`src/pkg/lscsr_pkg.sv`:
```
// register map, field layout and reset values of the line-side config/status bank
package lscsr_pkg;
    // -------------------------------------------------------------------
    // register offsets and widths
    // -------------------------------------------------------------------
    localparam int unsigned REG_W = 16;
    localparam int unsigned ADDR_W = 7;
    localparam logic [6:0] LINE_CONFIG_ONE_OFS = 7'h5c;
    localparam logic [6:0] LINE_STATUS_OFS = 7'h5e;
    localparam logic [15:0] LINE_CONFIG_ONE_RST = 16'hf010;
    localparam logic [15:0] LINE_STATUS_RST = 16'h0000;
    // -------------------------------------------------------------------
    // config field positions
    // -------------------------------------------------------------------
    localparam int unsigned CFG_RX_ATTEN_HI = 15;
    localparam int unsigned CFG_RX_ATTEN_LO = 14;
    localparam int unsigned CFG_TX_ATTEN_HI = 13;
    localparam int unsigned CFG_TX_ATTEN_LO = 12;
    localparam int unsigned CFG_FILTER = 11;
    localparam int unsigned CFG_SQUELCH = 10;
    localparam int unsigned CFG_FULL_WAVE = 9;
    localparam int unsigned CFG_ONHOOK = 7;
    localparam int unsigned CFG_BILL_EN = 6;
    localparam int unsigned CFG_AC_TERM = 5;
    localparam int unsigned CFG_DC_HI = 4;
    localparam int unsigned CFG_DC_LO = 3;
    localparam int unsigned CFG_RINGER = 2;
    localparam int unsigned CFG_THRESH = 0;
    // writable bits; reserved bits 8 and 1 read zero
    localparam logic [15:0] CFG_WR_MASK = 16'hfefd;
    // -------------------------------------------------------------------
    // status field positions
    // -------------------------------------------------------------------
    localparam int unsigned STS_PUMP_DIS = 10;
    localparam int unsigned STS_RX_OVL = 9;
    localparam int unsigned STS_BILL = 8;
    localparam int unsigned STS_LINK_ERR = 7;
    localparam int unsigned STS_FRAME_LOCK = 6;
    localparam int unsigned STS_LOOP_HI = 5;
    localparam int unsigned STS_LOOP_LO = 2;
    localparam int unsigned STS_RING_POS = 1;
    localparam int unsigned STS_RING_NEG = 0;
    // -------------------------------------------------------------------
    // encodings
    // -------------------------------------------------------------------
    typedef enum logic [1:0] {
        LSCSR_RX_0DB = 2'h0,
        LSCSR_RX_M6DB = 2'h1,
        LSCSR_RX_M12DB = 2'h2,
        LSCSR_RX_MUTE = 2'h3
    } lscsr_rx_atten_t;
    typedef enum logic [1:0] {
        LSCSR_TX_M20DB = 2'h0,
        LSCSR_TX_M26DB = 2'h1,
        LSCSR_TX_M32DB = 2'h2,
        LSCSR_TX_MUTE = 2'h3
    } lscsr_tx_atten_t;
    typedef enum logic [1:0] {
        LSCSR_DC_RSVD = 2'h0,
        LSCSR_DC_LOW_V = 2'h1,
        LSCSR_DC_STD_V = 2'h2,
        LSCSR_DC_ILIM = 2'h3
    } lscsr_dc_mode_t;
endpackage : lscsr_pkg

```
`src/logic/lscsr_regs.sv`:
```
// line-side configuration and status register bank behind the link command slots
//
// Notes on behaviour
// - config resets to f010: mutes, standard voltage
// - bits 15:14 rx attenuation 0/-6/-12/mute
// - bits 13:12 tx attenuation -20/-26/-32/mute
// - bit 11 picks fir or iir filters
// - bit 9 selects half or full wave
// - bit 7 selects fast or slow on-hook
// - billing enable detects tone, flags it
// - bit 5 selects real or complex termination
// - bits 4:3 dc termination, 00 reserved
// - bit 2 selects high or synthesized ringer
// - bit 0 selects ring threshold window
// - status resets to all zeros
// - status bit 10 disables charge pump
// - overload flag sticky, only with billing enabled
// - billing flag sticky, set when enabled
// - link error flag sticky until zero written
// - bit 6 shows link frame lock
// - bits 5:2 loop current in 6 mA
// - bits 1:0 show ring polarity activity
// - access via command slots, data returned
`timescale 1ns/1ps
module lscsr_regs
    import lscsr_pkg::*;
(
    // clock and reset
    input wire logic I_SYS_CLK,
    input wire logic I_RESET_N,
    // command slot port from the link deframer
    input wire logic I_CMD_VALID,
    input wire logic I_CMD_READ,
    input wire logic [lscsr_pkg::ADDR_W-1:0] I_CMD_ADDR,
    input wire logic [lscsr_pkg::REG_W-1:0] I_CMD_WDATA,
    // status slot answer to the link framer
    output logic O_RSP_VALID,
    output logic [lscsr_pkg::ADDR_W-1:0] O_RSP_ADDR,
    output logic [lscsr_pkg::REG_W-1:0] O_RSP_RDATA,
    // line-side events and levels, asynchronous
    input wire logic I_RX_OVERLOAD,
    input wire logic I_BILL_TONE,
    input wire logic I_LINK_ERROR,
    input wire logic I_FRAME_LOCK,
    input wire logic [3:0] I_LOOP_CURRENT,
    input wire logic I_RING_POS,
    input wire logic I_RING_NEG,
    // controls to the analog front end
    output logic [1:0] O_RX_PATH_ATTEN,
    output logic [1:0] O_TX_PATH_ATTEN,
    output logic O_RECURSIVE_FILTER_SELECT,
    output logic O_RING_SQUELCH,
    output logic O_RING_FULL_WAVE,
    output logic O_ONHOOK_SPEED,
    output logic O_BILLING_DETECT_EN,
    output logic O_BILLING_HOLD_OFFHOOK,
    output logic O_AC_TERM_COMPLEX,
    output logic [1:0] O_DC_TERM_MODE,
    output logic O_DC_TERM_RESERVED,
    output logic O_RINGER_SYNTH,
    output logic O_RING_THRESHOLD_HIGH,
    output logic O_PUMP_DISABLE
);
    import lscsr_pkg::*;

    localparam int unsigned SYNC_W = 10;

    // -------------------------------------------------------------------
    // state
    // -------------------------------------------------------------------
    typedef struct packed {
        logic [REG_W-1:0] cfg;
        logic pump_disable;
        logic rx_overload_flag;
        logic billing_tone_flag;
        logic link_err_flag;
        logic rsp_valid;
        logic [ADDR_W-1:0] rsp_addr;
        logic [REG_W-1:0] rsp_rdata;
    } lscsr_state_t;

    lscsr_state_t st;
    lscsr_state_t next_st;

    logic [SYNC_W-1:0] line_async;
    logic [SYNC_W-1:0] line_sync;
    logic ovl_s;
    logic bill_s;
    logic lerr_s;
    logic frame_lock;
    logic [3:0] loop_current_level;
    logic ring_pos_active;
    logic ring_neg_active;
    logic wr_cfg;
    logic wr_sts;
    logic billing_detect_en;
    logic [REG_W-1:0] status_word;

    // -------------------------------------------------------------------
    // line-side inputs cross into the clock domain
    // -------------------------------------------------------------------
    assign line_async = {I_RX_OVERLOAD, I_BILL_TONE, I_LINK_ERROR, I_FRAME_LOCK,
                         I_LOOP_CURRENT, I_RING_POS, I_RING_NEG};

    lscsr_sync #(
        .W(SYNC_W)
    ) u_lscsr_sync (
        .i_clk(I_SYS_CLK),
        .i_reset_n(I_RESET_N),
        .i_async(line_async),
        .o_sync(line_sync)
    );

    assign {ovl_s, bill_s, lerr_s, frame_lock, loop_current_level, ring_pos_active, ring_neg_active} = line_sync;

    // -------------------------------------------------------------------
    // decode and readback
    // -------------------------------------------------------------------
    assign wr_cfg = I_CMD_VALID && !I_CMD_READ && (I_CMD_ADDR == LINE_CONFIG_ONE_OFS);
    assign wr_sts = I_CMD_VALID && !I_CMD_READ && (I_CMD_ADDR == LINE_STATUS_OFS);
    assign billing_detect_en = st.cfg[CFG_BILL_EN];

    always_comb begin
        status_word = '0;
        status_word[STS_PUMP_DIS] = st.pump_disable;
        status_word[STS_RX_OVL] = st.rx_overload_flag;
        status_word[STS_BILL] = st.billing_tone_flag;
        status_word[STS_LINK_ERR] = st.link_err_flag;
        status_word[STS_FRAME_LOCK] = frame_lock;
        status_word[STS_LOOP_HI:STS_LOOP_LO] = loop_current_level;
        status_word[STS_RING_POS] = ring_pos_active;
        status_word[STS_RING_NEG] = ring_neg_active;
    end

    // -------------------------------------------------------------------
    // next state
    // -------------------------------------------------------------------
    always_comb begin
        next_st = st;
        if (wr_cfg) begin
            next_st.cfg = I_CMD_WDATA & CFG_WR_MASK;
        end
        if (wr_sts) begin
            next_st.pump_disable = I_CMD_WDATA[STS_PUMP_DIS];
        end
        // clear only by written zero, a new event wins over the clear
        next_st.rx_overload_flag = (st.rx_overload_flag && !(wr_sts && !I_CMD_WDATA[STS_RX_OVL]))
                                   || (ovl_s && billing_detect_en);
        next_st.billing_tone_flag = (st.billing_tone_flag && !(wr_sts && !I_CMD_WDATA[STS_BILL]))
                                    || (bill_s && billing_detect_en);
        next_st.link_err_flag = (st.link_err_flag && !(wr_sts && !I_CMD_WDATA[STS_LINK_ERR]))
                                || lerr_s;
        // read answer for the matching input slots
        next_st.rsp_valid = I_CMD_VALID && I_CMD_READ;
        if (I_CMD_VALID && I_CMD_READ) begin
            next_st.rsp_addr = I_CMD_ADDR;
            if (I_CMD_ADDR == LINE_CONFIG_ONE_OFS) begin
                next_st.rsp_rdata = st.cfg;
            end else if (I_CMD_ADDR == LINE_STATUS_OFS) begin
                next_st.rsp_rdata = status_word;
            end else begin
                next_st.rsp_rdata = '0;
            end
        end
    end

    always_ff @(posedge I_SYS_CLK or negedge I_RESET_N) begin
        if (!I_RESET_N) begin
            st <= '0;
            st.cfg <= LINE_CONFIG_ONE_RST;
            st.pump_disable <= LINE_STATUS_RST[STS_PUMP_DIS];
        end else begin
            st <= next_st;
        end
    end

    // -------------------------------------------------------------------
    // outputs
    // -------------------------------------------------------------------
    assign O_RSP_VALID = st.rsp_valid;
    assign O_RSP_ADDR = st.rsp_addr;
    assign O_RSP_RDATA = st.rsp_rdata;
    assign O_RX_PATH_ATTEN = st.cfg[CFG_RX_ATTEN_HI:CFG_RX_ATTEN_LO];
    assign O_TX_PATH_ATTEN = st.cfg[CFG_TX_ATTEN_HI:CFG_TX_ATTEN_LO];
    assign O_RECURSIVE_FILTER_SELECT = st.cfg[CFG_FILTER];
    // squelch comes straight from stored config bit 10, held until the next config write
    assign O_RING_SQUELCH = st.cfg[CFG_SQUELCH];
    assign O_RING_FULL_WAVE = st.cfg[CFG_FULL_WAVE];
    assign O_ONHOOK_SPEED = st.cfg[CFG_ONHOOK];
    assign O_BILLING_DETECT_EN = billing_detect_en;
    assign O_BILLING_HOLD_OFFHOOK = billing_detect_en && bill_s;
    assign O_AC_TERM_COMPLEX = st.cfg[CFG_AC_TERM];
    assign O_DC_TERM_MODE = st.cfg[CFG_DC_HI:CFG_DC_LO];
    assign O_DC_TERM_RESERVED = (st.cfg[CFG_DC_HI:CFG_DC_LO] == LSCSR_DC_RSVD);
    assign O_RINGER_SYNTH = st.cfg[CFG_RINGER];
    assign O_RING_THRESHOLD_HIGH = st.cfg[CFG_THRESH];
    assign O_PUMP_DISABLE = st.pump_disable;
endmodule : lscsr_regs

```
`src/logic/lscsr_sync.sv`:
```
// two-flop synchroniser for a bus of line-side levels
`timescale 1ns/1ps
module lscsr_sync #(
    parameter int unsigned W = 8
) (
    // clock and reset
    input wire logic i_clk,
    input wire logic i_reset_n,
    // levels
    input wire logic [W-1:0] i_async,
    output logic [W-1:0] o_sync
);
    typedef struct packed {
        logic [W-1:0] meta;
        logic [W-1:0] held;
    } lscsr_sync_state_t;

    lscsr_sync_state_t st;
    lscsr_sync_state_t next_st;

    always_comb begin
        next_st.meta = i_async;
        next_st.held = st.meta;
    end

    always_ff @(posedge i_clk or negedge i_reset_n) begin
        if (!i_reset_n) begin
            st <= '0;
        end else begin
            st <= next_st;
        end
    end

    assign o_sync = st.held;
endmodule : lscsr_sync

```
`config.mk`:
```
export PLATFORM = sky130hd
export DESIGN_NAME = lscsr_regs
export DESIGN_NICKNAME = d
export VERILOG_FILES = /design/src/pkg/lscsr_pkg.sv /design/src/logic/lscsr_regs.sv /design/src/logic/lscsr_sync.sv
export SDC_FILE = /design/constraint.sdc
export NUM_CORES = 1
export LEC_CHECK = 0
export ABC_CLOCK_PERIOD_IN_PS = 900
export BUFFER_PORTS_ARGS = -buffer_cell sky130_fd_sc_hd__buf_4
export CORE_MARGIN = 2
export CORE_UTILIZATION = 45
export CTS_BUF_LIST = sky130_fd_sc_hd__clkbuf_2
export DETAILED_ROUTE_END_ITERATION = 10
export GPL_TIMING_DRIVEN = 1
export MAX_ROUTING_LAYER = met4
export PLACE_DENSITY = 0.72
export RECOVER_POWER = 100
export SLEW_MARGIN = 5
export SYNTH_ARGS = -nofsm -noshare
export SYNTH_HDL_FRONTEND = slang
export SYNTH_SLANG_ARGS = --single-unit
```
`constraint.sdc`:
```
create_clock -name I_SYS_CLK -period 0.9 [get_ports I_SYS_CLK]
set_input_delay 0.135 -clock I_SYS_CLK [delete_from_list [all_inputs] [get_ports I_SYS_CLK]]
set_output_delay 0.135 -clock I_SYS_CLK [all_outputs]
set_load 0.03 [all_outputs]
```
# Yosys cells after proc, flatten, opt, wreduce, memory -nomap -nowiden
# Cells that the tools add are included.
[totals]
register_bits = 62
in_bits = 37
out_inout_bits = 41
elab_cells = 37
[op_classes]
eq_ne = 2
muxes = 2
n_reduce_logical = 23
[op_table]
columns = ["op", "n"]
rows = [
  ["$mux 16", 1],
  ["$eq 7x7->1 const B", 2],
  ["$logic_and 1x1->1", 12],
  ["$mux 11", 1],
  ["$logic_not 1->1", 7],
  ["$logic_or 1x1->1", 3],
  ["$logic_not 2->1", 1],
]

# Depth between registers and ports, before layout
# Gate-level depths: netlist of run 1.
[logic_depth]
depth_word = 7
ltp_mapped = 5
ltp_nobuf = 4

# Cells and area by module
# From an unflattened synthesis of run 1, not the netlist that was laid out.
[hier_totals]
cells_unflattened = 203
area_unflattened_um2 = 2547.4
[by_module_without_submodules]
columns = ["module", "n_inst", "cells_each", "area_each_um2", "seq_area_each_um2"]
rows = [
  ["lscsr_regs", 1, 183, 2047.0, 1057.3],
  ["lscsr_sync", 1, 20, 500.5, 500.5],
]

# Least setup slack after synthesis of run 1
# No wires, ideal clock.
[synth_path]
kind = "input port to flip-flop"
startpoint = "in I_CMD_ADDR[0] (netlist name)"
endpoint = "reg st, in the netlist O_AC_TERM_COMPLEX"
setup_ns = 0.125
arrival_ns = 1.188
required_ns = 0.775
setup_slack_ns = -0.413
path_stages = 5
n_path_buf = 2
cell_sequence = "and4bb_2 -> and4b_1 -> buf_6 -> buf_6 -> mux2_4"
[synth_via]
elab_chain_len = 2
[synth_lines]
columns = ["item", "line", "source"]
rows = [
  ["from (decl)", "lscsr_regs.sv:34", "input wire logic [lscsr_pkg::ADDR_W-1:0] I_CMD_ADDR,"],
  ["$eq 7x7->1", "lscsr_regs.sv:119", "assign wr_cfg = I_CMD_VALID && !I_CMD_READ && (I_CMD_ADDR == LINE_CONFIG_ONE_OFS);"],
  ["$logic_and 1x1->1", "lscsr_regs.sv:119", ""],
  ["to (signal assigned)", "lscsr_regs.sv:173", "st <= next_st;"],
  ["to (decl)", "lscsr_regs.sv:82", "lscsr_state_t st;"],
]
# Every way passes these cells.
# A chain may end at the register's enable or synchronous reset.

# Final worst setup path of run 1
[layout_path]
startpoint = "reg st, in the netlist O_BILLING_DETECT_EN"
endpoint = "out O_BILLING_HOLD_OFFHOOK"
[layout_via]
elab_chain_len = 1
[layout_lines]
columns = ["item", "line", "source"]
rows = [
  ["$logic_and 1x1->1", "lscsr_regs.sv:191", "assign O_BILLING_HOLD_OFFHOOK = billing_detect_en && bill_s;"],
  ["to (decl)", "lscsr_regs.sv:56", "output logic O_BILLING_HOLD_OFFHOOK,"],
]
# Every way passes these cells.

==> results_dict.tcl, run 1 <==
set metrics [dict create \
    synth_sequential_area_ratio_pct 61.8 \
    worstSetupPathType "register to output pin" \
    synth_fp_nets 239 \
    totalWireLength_um 6390 \
    die_height_um 78.8 \
    tightestPinTransition_ps 718 \
    crit_path_end "O_BILLING_HOLD_OFFHOOK" \
    flow.area_growth_from_synthesis_pct 61.4 \
    timing.slew.headroom_pct 52.1 \
    ctsLongestPathBuffers 2 \
    hpwl_um 3760 \
    finalHoldViolations 0 \
    maxClockFrequency_ghz 0.727 \
    final_cells 420 \
    final_area_sq_um 4070 \
    crit_path_start_kind "register" \
    setup_tns_after_final_layout_ps -14650 \
    critPathRequiredTime_ps 760 \
    drv_slew 0 \
    failed_checks "setup timing" \
    fin_nets 380 \
    detail_route.first_pass.iterations 4 \
    regToRegSetupSlack_ps -210 \
    timing.critical_path.fanout_max 4 \
    final_period_demand_of_the_worst_path_ps 1380 \
    floorplan.die_area_sq_um 6210 \
    vias_in_the_first_global_route 1979 \
    postSynthAreaPerCell_sq_um 12.5 \
    endpoint_kind "output pin" \
    setup_violations 62 \
    clock_tree_from_tritoncts "yes" \
    synthCells 202 \
    post_route_cells_drive_above_1_share_pct 51.4 \
    crit-reg2reg-capture "O_RSP_RDATA[4]" \
    fillerInstances 373 \
    drv.max_cap_violation_count 0 \
    p_per_area_nw_per_um2 1480 \
    rsz0062_at_grt "true" \
    worst_reg_to_reg_path_cell_count 3 \
    status "finished, violations left" \
    ys_types 27 \
    vdd.ir_drop.worst_mv 1.06 \
    overflow 0 \
    clockRootBuffer "sky130_fd_sc_hd__clkbuf_2" \
    initialDrtViolationCount 79 \
    post-route-drc-count 0 \
    clk_pin_slew_worst_paths_ps 180 \
    multi_input_area_sq_um 751 \
    min_path_type "input port to register" \
    postPlaceCellArea_sq_um 3160 \
    setup_ws_ps -475 \
    fp-row-count 27 \
    route.antenna.remaining_nets 0 \
    number_of_antenna_violations_at_the_first_check_in_global_routing 0 \
    crit_path_start "O_BILLING_DETECT_EN" \
    clk_latency_ps 480 \
    dpl.cell_count 341 \
    synth-seq-cells 62 \
    grt_pass1_wl_um 9580 \
    vias 1986 \
    die-width_um 78.8 \
    synthesis.area_sq_um 2520 \
    yosys_warnings 0 \
    grt_max_degree 28 \
    layout.core_utilization_pct 74.3 \
    cts-htree-levels 3 \
    final_min_period_over_clock_period_pct 153 \
    grtUsageTotal_pct 21.4 \
    worst_clock_skew_ps 22.5 \
    top_level_ports 78 \
    design.core.area_sq_um 5470 \
    p_leak_uw 0.00206 \
    cts_made_buffers 9 \
    regArea_sq_um 1560 \
    place.port_buffers 76 \
    gp_congestion 0.784 \
    antenna_cells_inserted 0 \
    routed_via_density 4.73 \
    drt-wirelength-per-cell_um 15.2 \
    r2r_start "O_DC_TERM_MODE[1]" \
    clock_sinks 62 \
    start_util_pct 46.0 \
    critPathArrivalTime_ps 1240 \
]
## area by class of cell
type	instances	area share, %
Timing Repair Buffer	166	37.4
Inverter	2	0.185
Sequential cell	62	38.3
Clock buffer	10	1.23
Clock inverter	6	2.12
Tap cell	72	2.22
Multi-Input combinational cell	102	18.5
## metrics by stage
stage               setup slack (ps)  power, uW  hold slack, ps
floorplan                       -394       3470            -161
global placement                -504       3820            76.7
detailed placement              -533       3840            76.8
CTS                             -512       6010            43.9
global route                    -546       6300             114
finish                          -475       6030             124
## registers in the layout, indices dropped and copies added (netlist names), 2 cells and up
| register | cells |
|---|---|
| O_DC_TERM_MODE | 2 |
| O_RSP_ADDR | 7 |
| O_RSP_RDATA | 16 |
| O_RX_PATH_ATTEN | 2 |
| O_TX_PATH_ATTEN | 2 |
| st | 3 |
| u_lscsr_sync.next_st | 10 |
| u_lscsr_sync.o_sync | 10 |
## synthesized netlist by cell type
library cell	number	share of area, %
sky130_fd_sc_hd__a2bb2oi_1	1	0.35
sky130_fd_sc_hd__inv_1	2	0.30
sky130_fd_sc_hd__and2_1	3	0.74
sky130_fd_sc_hd__and3b_1	1	0.35
sky130_fd_sc_hd__clkbuf_1	1	0.15
sky130_fd_sc_hd__a21oi_1	1	0.20
sky130_fd_sc_hd__mux2_2	5	2.2
sky130_fd_sc_hd__o31ai_1	9	2.7
sky130_fd_sc_hd__nand3_1	1	0.20
sky130_fd_sc_hd__buf_6	2	0.89
sky130_fd_sc_hd__mux2i_1	9	3.6
sky130_fd_sc_hd__mux2_4	10	6.0
sky130_fd_sc_hd__a22oi_1	1	0.30
sky130_fd_sc_hd__dfrtp_1	57	57
sky130_fd_sc_hd__buf_1	3	0.45
sky130_fd_sc_hd__and4bb_2	1	0.50
sky130_fd_sc_hd__nand4bb_1	1	0.45
sky130_fd_sc_hd__and4b_1	1	0.40
sky130_fd_sc_hd__nand2_1	43	6.4
sky130_fd_sc_hd__nor2_1	5	0.74
sky130_fd_sc_hd__buf_2	1	0.20
sky130_fd_sc_hd__nand3b_1	1	0.30
sky130_fd_sc_hd__o21ai_0	6	1.2
sky130_fd_sc_hd__nor3_1	1	0.20
sky130_fd_sc_hd__a41o_1	2	0.79
sky130_fd_sc_hd__buf_4	29	8.6
sky130_fd_sc_hd__dfstp_2	5	5.2
## power breakdown
group / internal, uW / switching, uW
Sequential: 2930 / 97.8
Combinational: 593 / 476
Clock: 920 / 1010
## kinds of logic (layout without fill, tap and decap cells)
logic type             after synthesis  after routing  share of synthesized area (%)
flip-flops                          62             62                           61.8
AND/OR/NAND/NOR                     58             58                           10.3
buffers and inverters               38            184                           10.6
multiplexers                        24             24                           11.8
AO/OA/AOI/OAI                       20             20                           5.51
## how the worst min path moves through the flow
stage	startpoint	end	slack, ps	cells past startpoint
after floorplan	I_RESET_N	O_AC_TERM_COMPLEX	-160	0
after global placement	I_RESET_N	O_RSP_RDATA[0]	80	1
after detailed placement	I_RESET_N	O_RSP_RDATA[0]	80	1
after CTS	I_RESET_N	O_RSP_RDATA[14]	40	2
after global routing	I_CMD_VALID	O_PUMP_DISABLE	110	4
final	I_CMD_VALID	O_PUMP_DISABLE	120	4
## critical path, stage by stage, from the launching register on
cell and delay, ps:
sky130_fd_sc_hd__dfrtp_2 470, sky130_fd_sc_hd__and2_4 160, sky130_fd_sc_hd__buf_6 130
## layout by cell type (no fill, tap or decap), types with 4 or more instances in the layout
cell type and count:
sky130_fd_sc_hd__dlygate4sd3_1 32, sky130_fd_sc_hd__clkbuf_2 12, sky130_fd_sc_hd__o31ai_1 9, sky130_fd_sc_hd__buf_6 55
sky130_fd_sc_hd__dfrtp_1 56, sky130_fd_sc_hd__mux2i_1 8, sky130_fd_sc_hd__buf_4 58, sky130_fd_sc_hd__mux2_4 11
sky130_fd_sc_hd__clkbuf_4 15, sky130_fd_sc_hd__mux2_2 4, sky130_fd_sc_hd__nand2_1 40
## metal layers
layer / wire [um] / vias to the layer above / GRT usage, %
li1: - / 929 / -
met1: 2610 / 974 / 26.1
met4: 81 / 0 / 9.14
met2: 3380 / 76 / 35.5
met5: 0 / - / -
met3: 328 / 7 / 3.75
## repair_timing
| item | CTS | global route |
|---|---|---|
| setup endpoints to repair | 43 | 62 |
| buffers inserted | 18 | 14 |
| pin swaps | 1 | 5 |
| endpoints found under the hold margin | 96 | 0 |
| resized for setup | 48 | 26 |
| hold buffers | 32 | 0 |
| gates cloned | 0 | 0 |
(Power assumes the default switching activity.)
==> inputs of run 2 (changes only) <==
Settings changed: ABC_CLOCK_PERIOD_IN_PS 900 to 1200, PLACE_DENSITY 0.72 to 0.74.
Clock period 0.9 ns to 1.2 ns, I/O delays scaled along.
==> run 2 against run 1 <==
The run still ends with setup timing left. Via count shrank 6.6%. Total power shrank 31%. Clock skew shrank 2.5 ps. Utilization shrank 5.9 points. Critical path type unchanged. Largest cell class unchanged.
==> results_dict.tcl, run 2 (synthesized netlist as in run 1, its figures left out) <==
set metrics [dict create \
    status "finished, violations left" \
    initialDrtViolationCount 102 \
    clockRootBuffer "sky130_fd_sc_hd__clkbuf_2" \
    die_height_um 78.8 \
    grtUsageTotal_pct 19.8 \
    clk_pin_slew_worst_paths_ps 170 \
    p_per_area_nw_per_um2 1110 \
    worstSetupPathType "register to output pin" \
    vias 1854 \
    setup_violations 32 \
    drv.max_cap_violation_count 0 \
    critPathArrivalTime_ps 1210 \
    layout.core_utilization_pct 68.4 \
    routed_via_density 4.61 \
    vias_in_the_first_global_route 1864 \
    worst_reg_to_reg_path_cell_count 4 \
    fillerInstances 415 \
    vdd.ir_drop.worst_mv 0.693 \
    timing.slew.headroom_pct 43.6 \
    grt_pass1_wl_um 8810 \
    start_util_pct 46.0 \
    totalWireLength_um 5530 \
    endpoint_kind "output pin" \
    post-route-drc-count 0 \
    flow.area_growth_from_synthesis_pct 48.7 \
    regToRegSetupSlack_ps 100 \
    number_of_antenna_violations_at_the_first_check_in_global_routing 0 \
    rsz0062_at_grt "true" \
    floorplan.die_area_sq_um 6210 \
    grt_max_degree 36 \
    worst_case_hold_path_end_point "O_RSP_RDATA[10]" \
    fp-row-count 27 \
    regArea_sq_um 1560 \
    dpl_worst_slack_ps -278 \
    tightestPinTransition_ps 846 \
    clk_latency_ps 460 \
    overflow 0 \
    min_from "I_CMD_READ" \
    drt-wirelength-per-cell_um 13.8 \
    final_period_demand_of_the_worst_path_ps 1390 \
    hold_path_depth 4 \
    detail_route.first_pass.iterations 4 \
    cts-htree-levels 3 \
    cts_made_buffers 9 \
    hpwl_um 3550 \
    maxClockFrequency_ghz 0.720 \
    failed_checks "setup timing" \
    top_level_ports 78 \
    fin_nets 362 \
    most_common_cell_after_layout_fill_and_taps_aside "sky130_fd_sc_hd__dfrtp_1" \
    mostFrequentLayoutCells "sky130_fd_sc_hd__dfrtp_1 (57), sky130_fd_sc_hd__buf_4 (45), sky130_fd_sc_hd__nand2_1 (43)" \
    route.antenna.remaining_nets 0 \
    min_path_type "input port to register" \
    setup_tns_after_final_layout_ps -1460 \
    place.port_buffers 76 \
    largest_register_ff_count 16 \
    clock_sinks 62 \
    antenna_cells_inserted 0 \
    multi_input_area_sq_um 686 \
    final_min_period_over_clock_period_pct 116 \
    critPathRequiredTime_ps 1020 \
    finalHoldViolations 0 \
    post_route_cells_drive_above_1_share_pct 41.2 \
    timing.critical_path.fanout_max 3 \
    clock_tree_from_tritoncts "yes" \
    drv_slew 0 \
    setup_ws_ps -190 \
    crit-reg2reg-capture "O_RSP_RDATA[4]" \
    design.core.area_sq_um 5470 \
    ctsLongestPathBuffers 2 \
    p_leak_uw 0.00188 \
    crit_path_start_kind "register" \
    die-width_um 78.8 \
    gp_congestion 0.754 \
    worst_clock_skew_ps 20.0 \
    r2r_start "O_DC_TERM_MODE[1]" \
]
-- run 2: final cells by class --
class | instances | area share (%)
inverter | 2 | 0.200
tap | 72 | 2.40
clock buffer | 11 | 1.47
clock inverter | 5 | 1.37
timing repair buffer | 148 | 34.7
sequential | 62 | 41.6
multi-input combinational | 102 | 18.3
-- run 2: worst max-delay path: stages, from the launching register on --
cell and delay [ps]:
sky130_fd_sc_hd__dfstp_2 570, sky130_fd_sc_hd__nor2_1 40, sky130_fd_sc_hd__buf_4 160
-- run 2: worst max-delay path by stage --
stage / endpoint / slack, ps / cells past startpoint / from
after floorplan: O_AC_TERM_COMPLEX / -140 / 5 / I_CMD_ADDR[0]
after global placement: O_DC_TERM_MODE[0] / -250 / 5 / I_CMD_ADDR[0]
after detailed placement: O_RING_THRESHOLD_HIGH / -280 / 5 / I_CMD_ADDR[0]
after CTS: O_DC_TERM_RESERVED / -260 / 2 / O_DC_TERM_MODE[1]
after global routing: O_DC_TERM_RESERVED / -290 / 2 / O_DC_TERM_MODE[1]
final: O_DC_TERM_RESERVED / -190 / 2 / O_DC_TERM_MODE[1]
-- run 2: per-layer routing --
| layer | wire length (um) | GRT usage [%] | vias up |
|---|---|---|---|
| li1 | - | - | 895 |
| met1 | 2370 | 23.2 | 898 |
| met2 | 2800 | 32.6 | 57 |
| met3 | 311 | 5.80 | 4 |
| met4 | 43 | 7.76 | 0 |
| met5 | 0 | - | - |
-- run 2: stage by stage --
| step | hold WS, ps | total power, uW | instances | area [sq um] |
|---|---|---|---|---|
| detailed placement | 54.5 | 2840 | 330 | 3050 |
| finish | 178 | 4150 | 402 | 3750 |
| CTS | 22.1 | 4210 | 398 | 3780 |
| global route | 149 | 4360 | 402 | 3750 |
| global placement | 51.1 | 2830 | 330 | 3050 |
| floorplan | -116 | 2600 | 202 | 2520 |
-- run 2: what timing repair did --
item                                    CTS  global route
endpoints found under the setup margin   41            41
hold endpoints to repair                 95             0
gates resized for setup                  40             0
pin swaps                                 1             0
buffers inserted                         20             4
hold buffers                             32             0
-- run 2: report_power, final --
group          internal, uW  switching, uW
combinational           369            329
clock                   486            708
sequential             2200           59.5
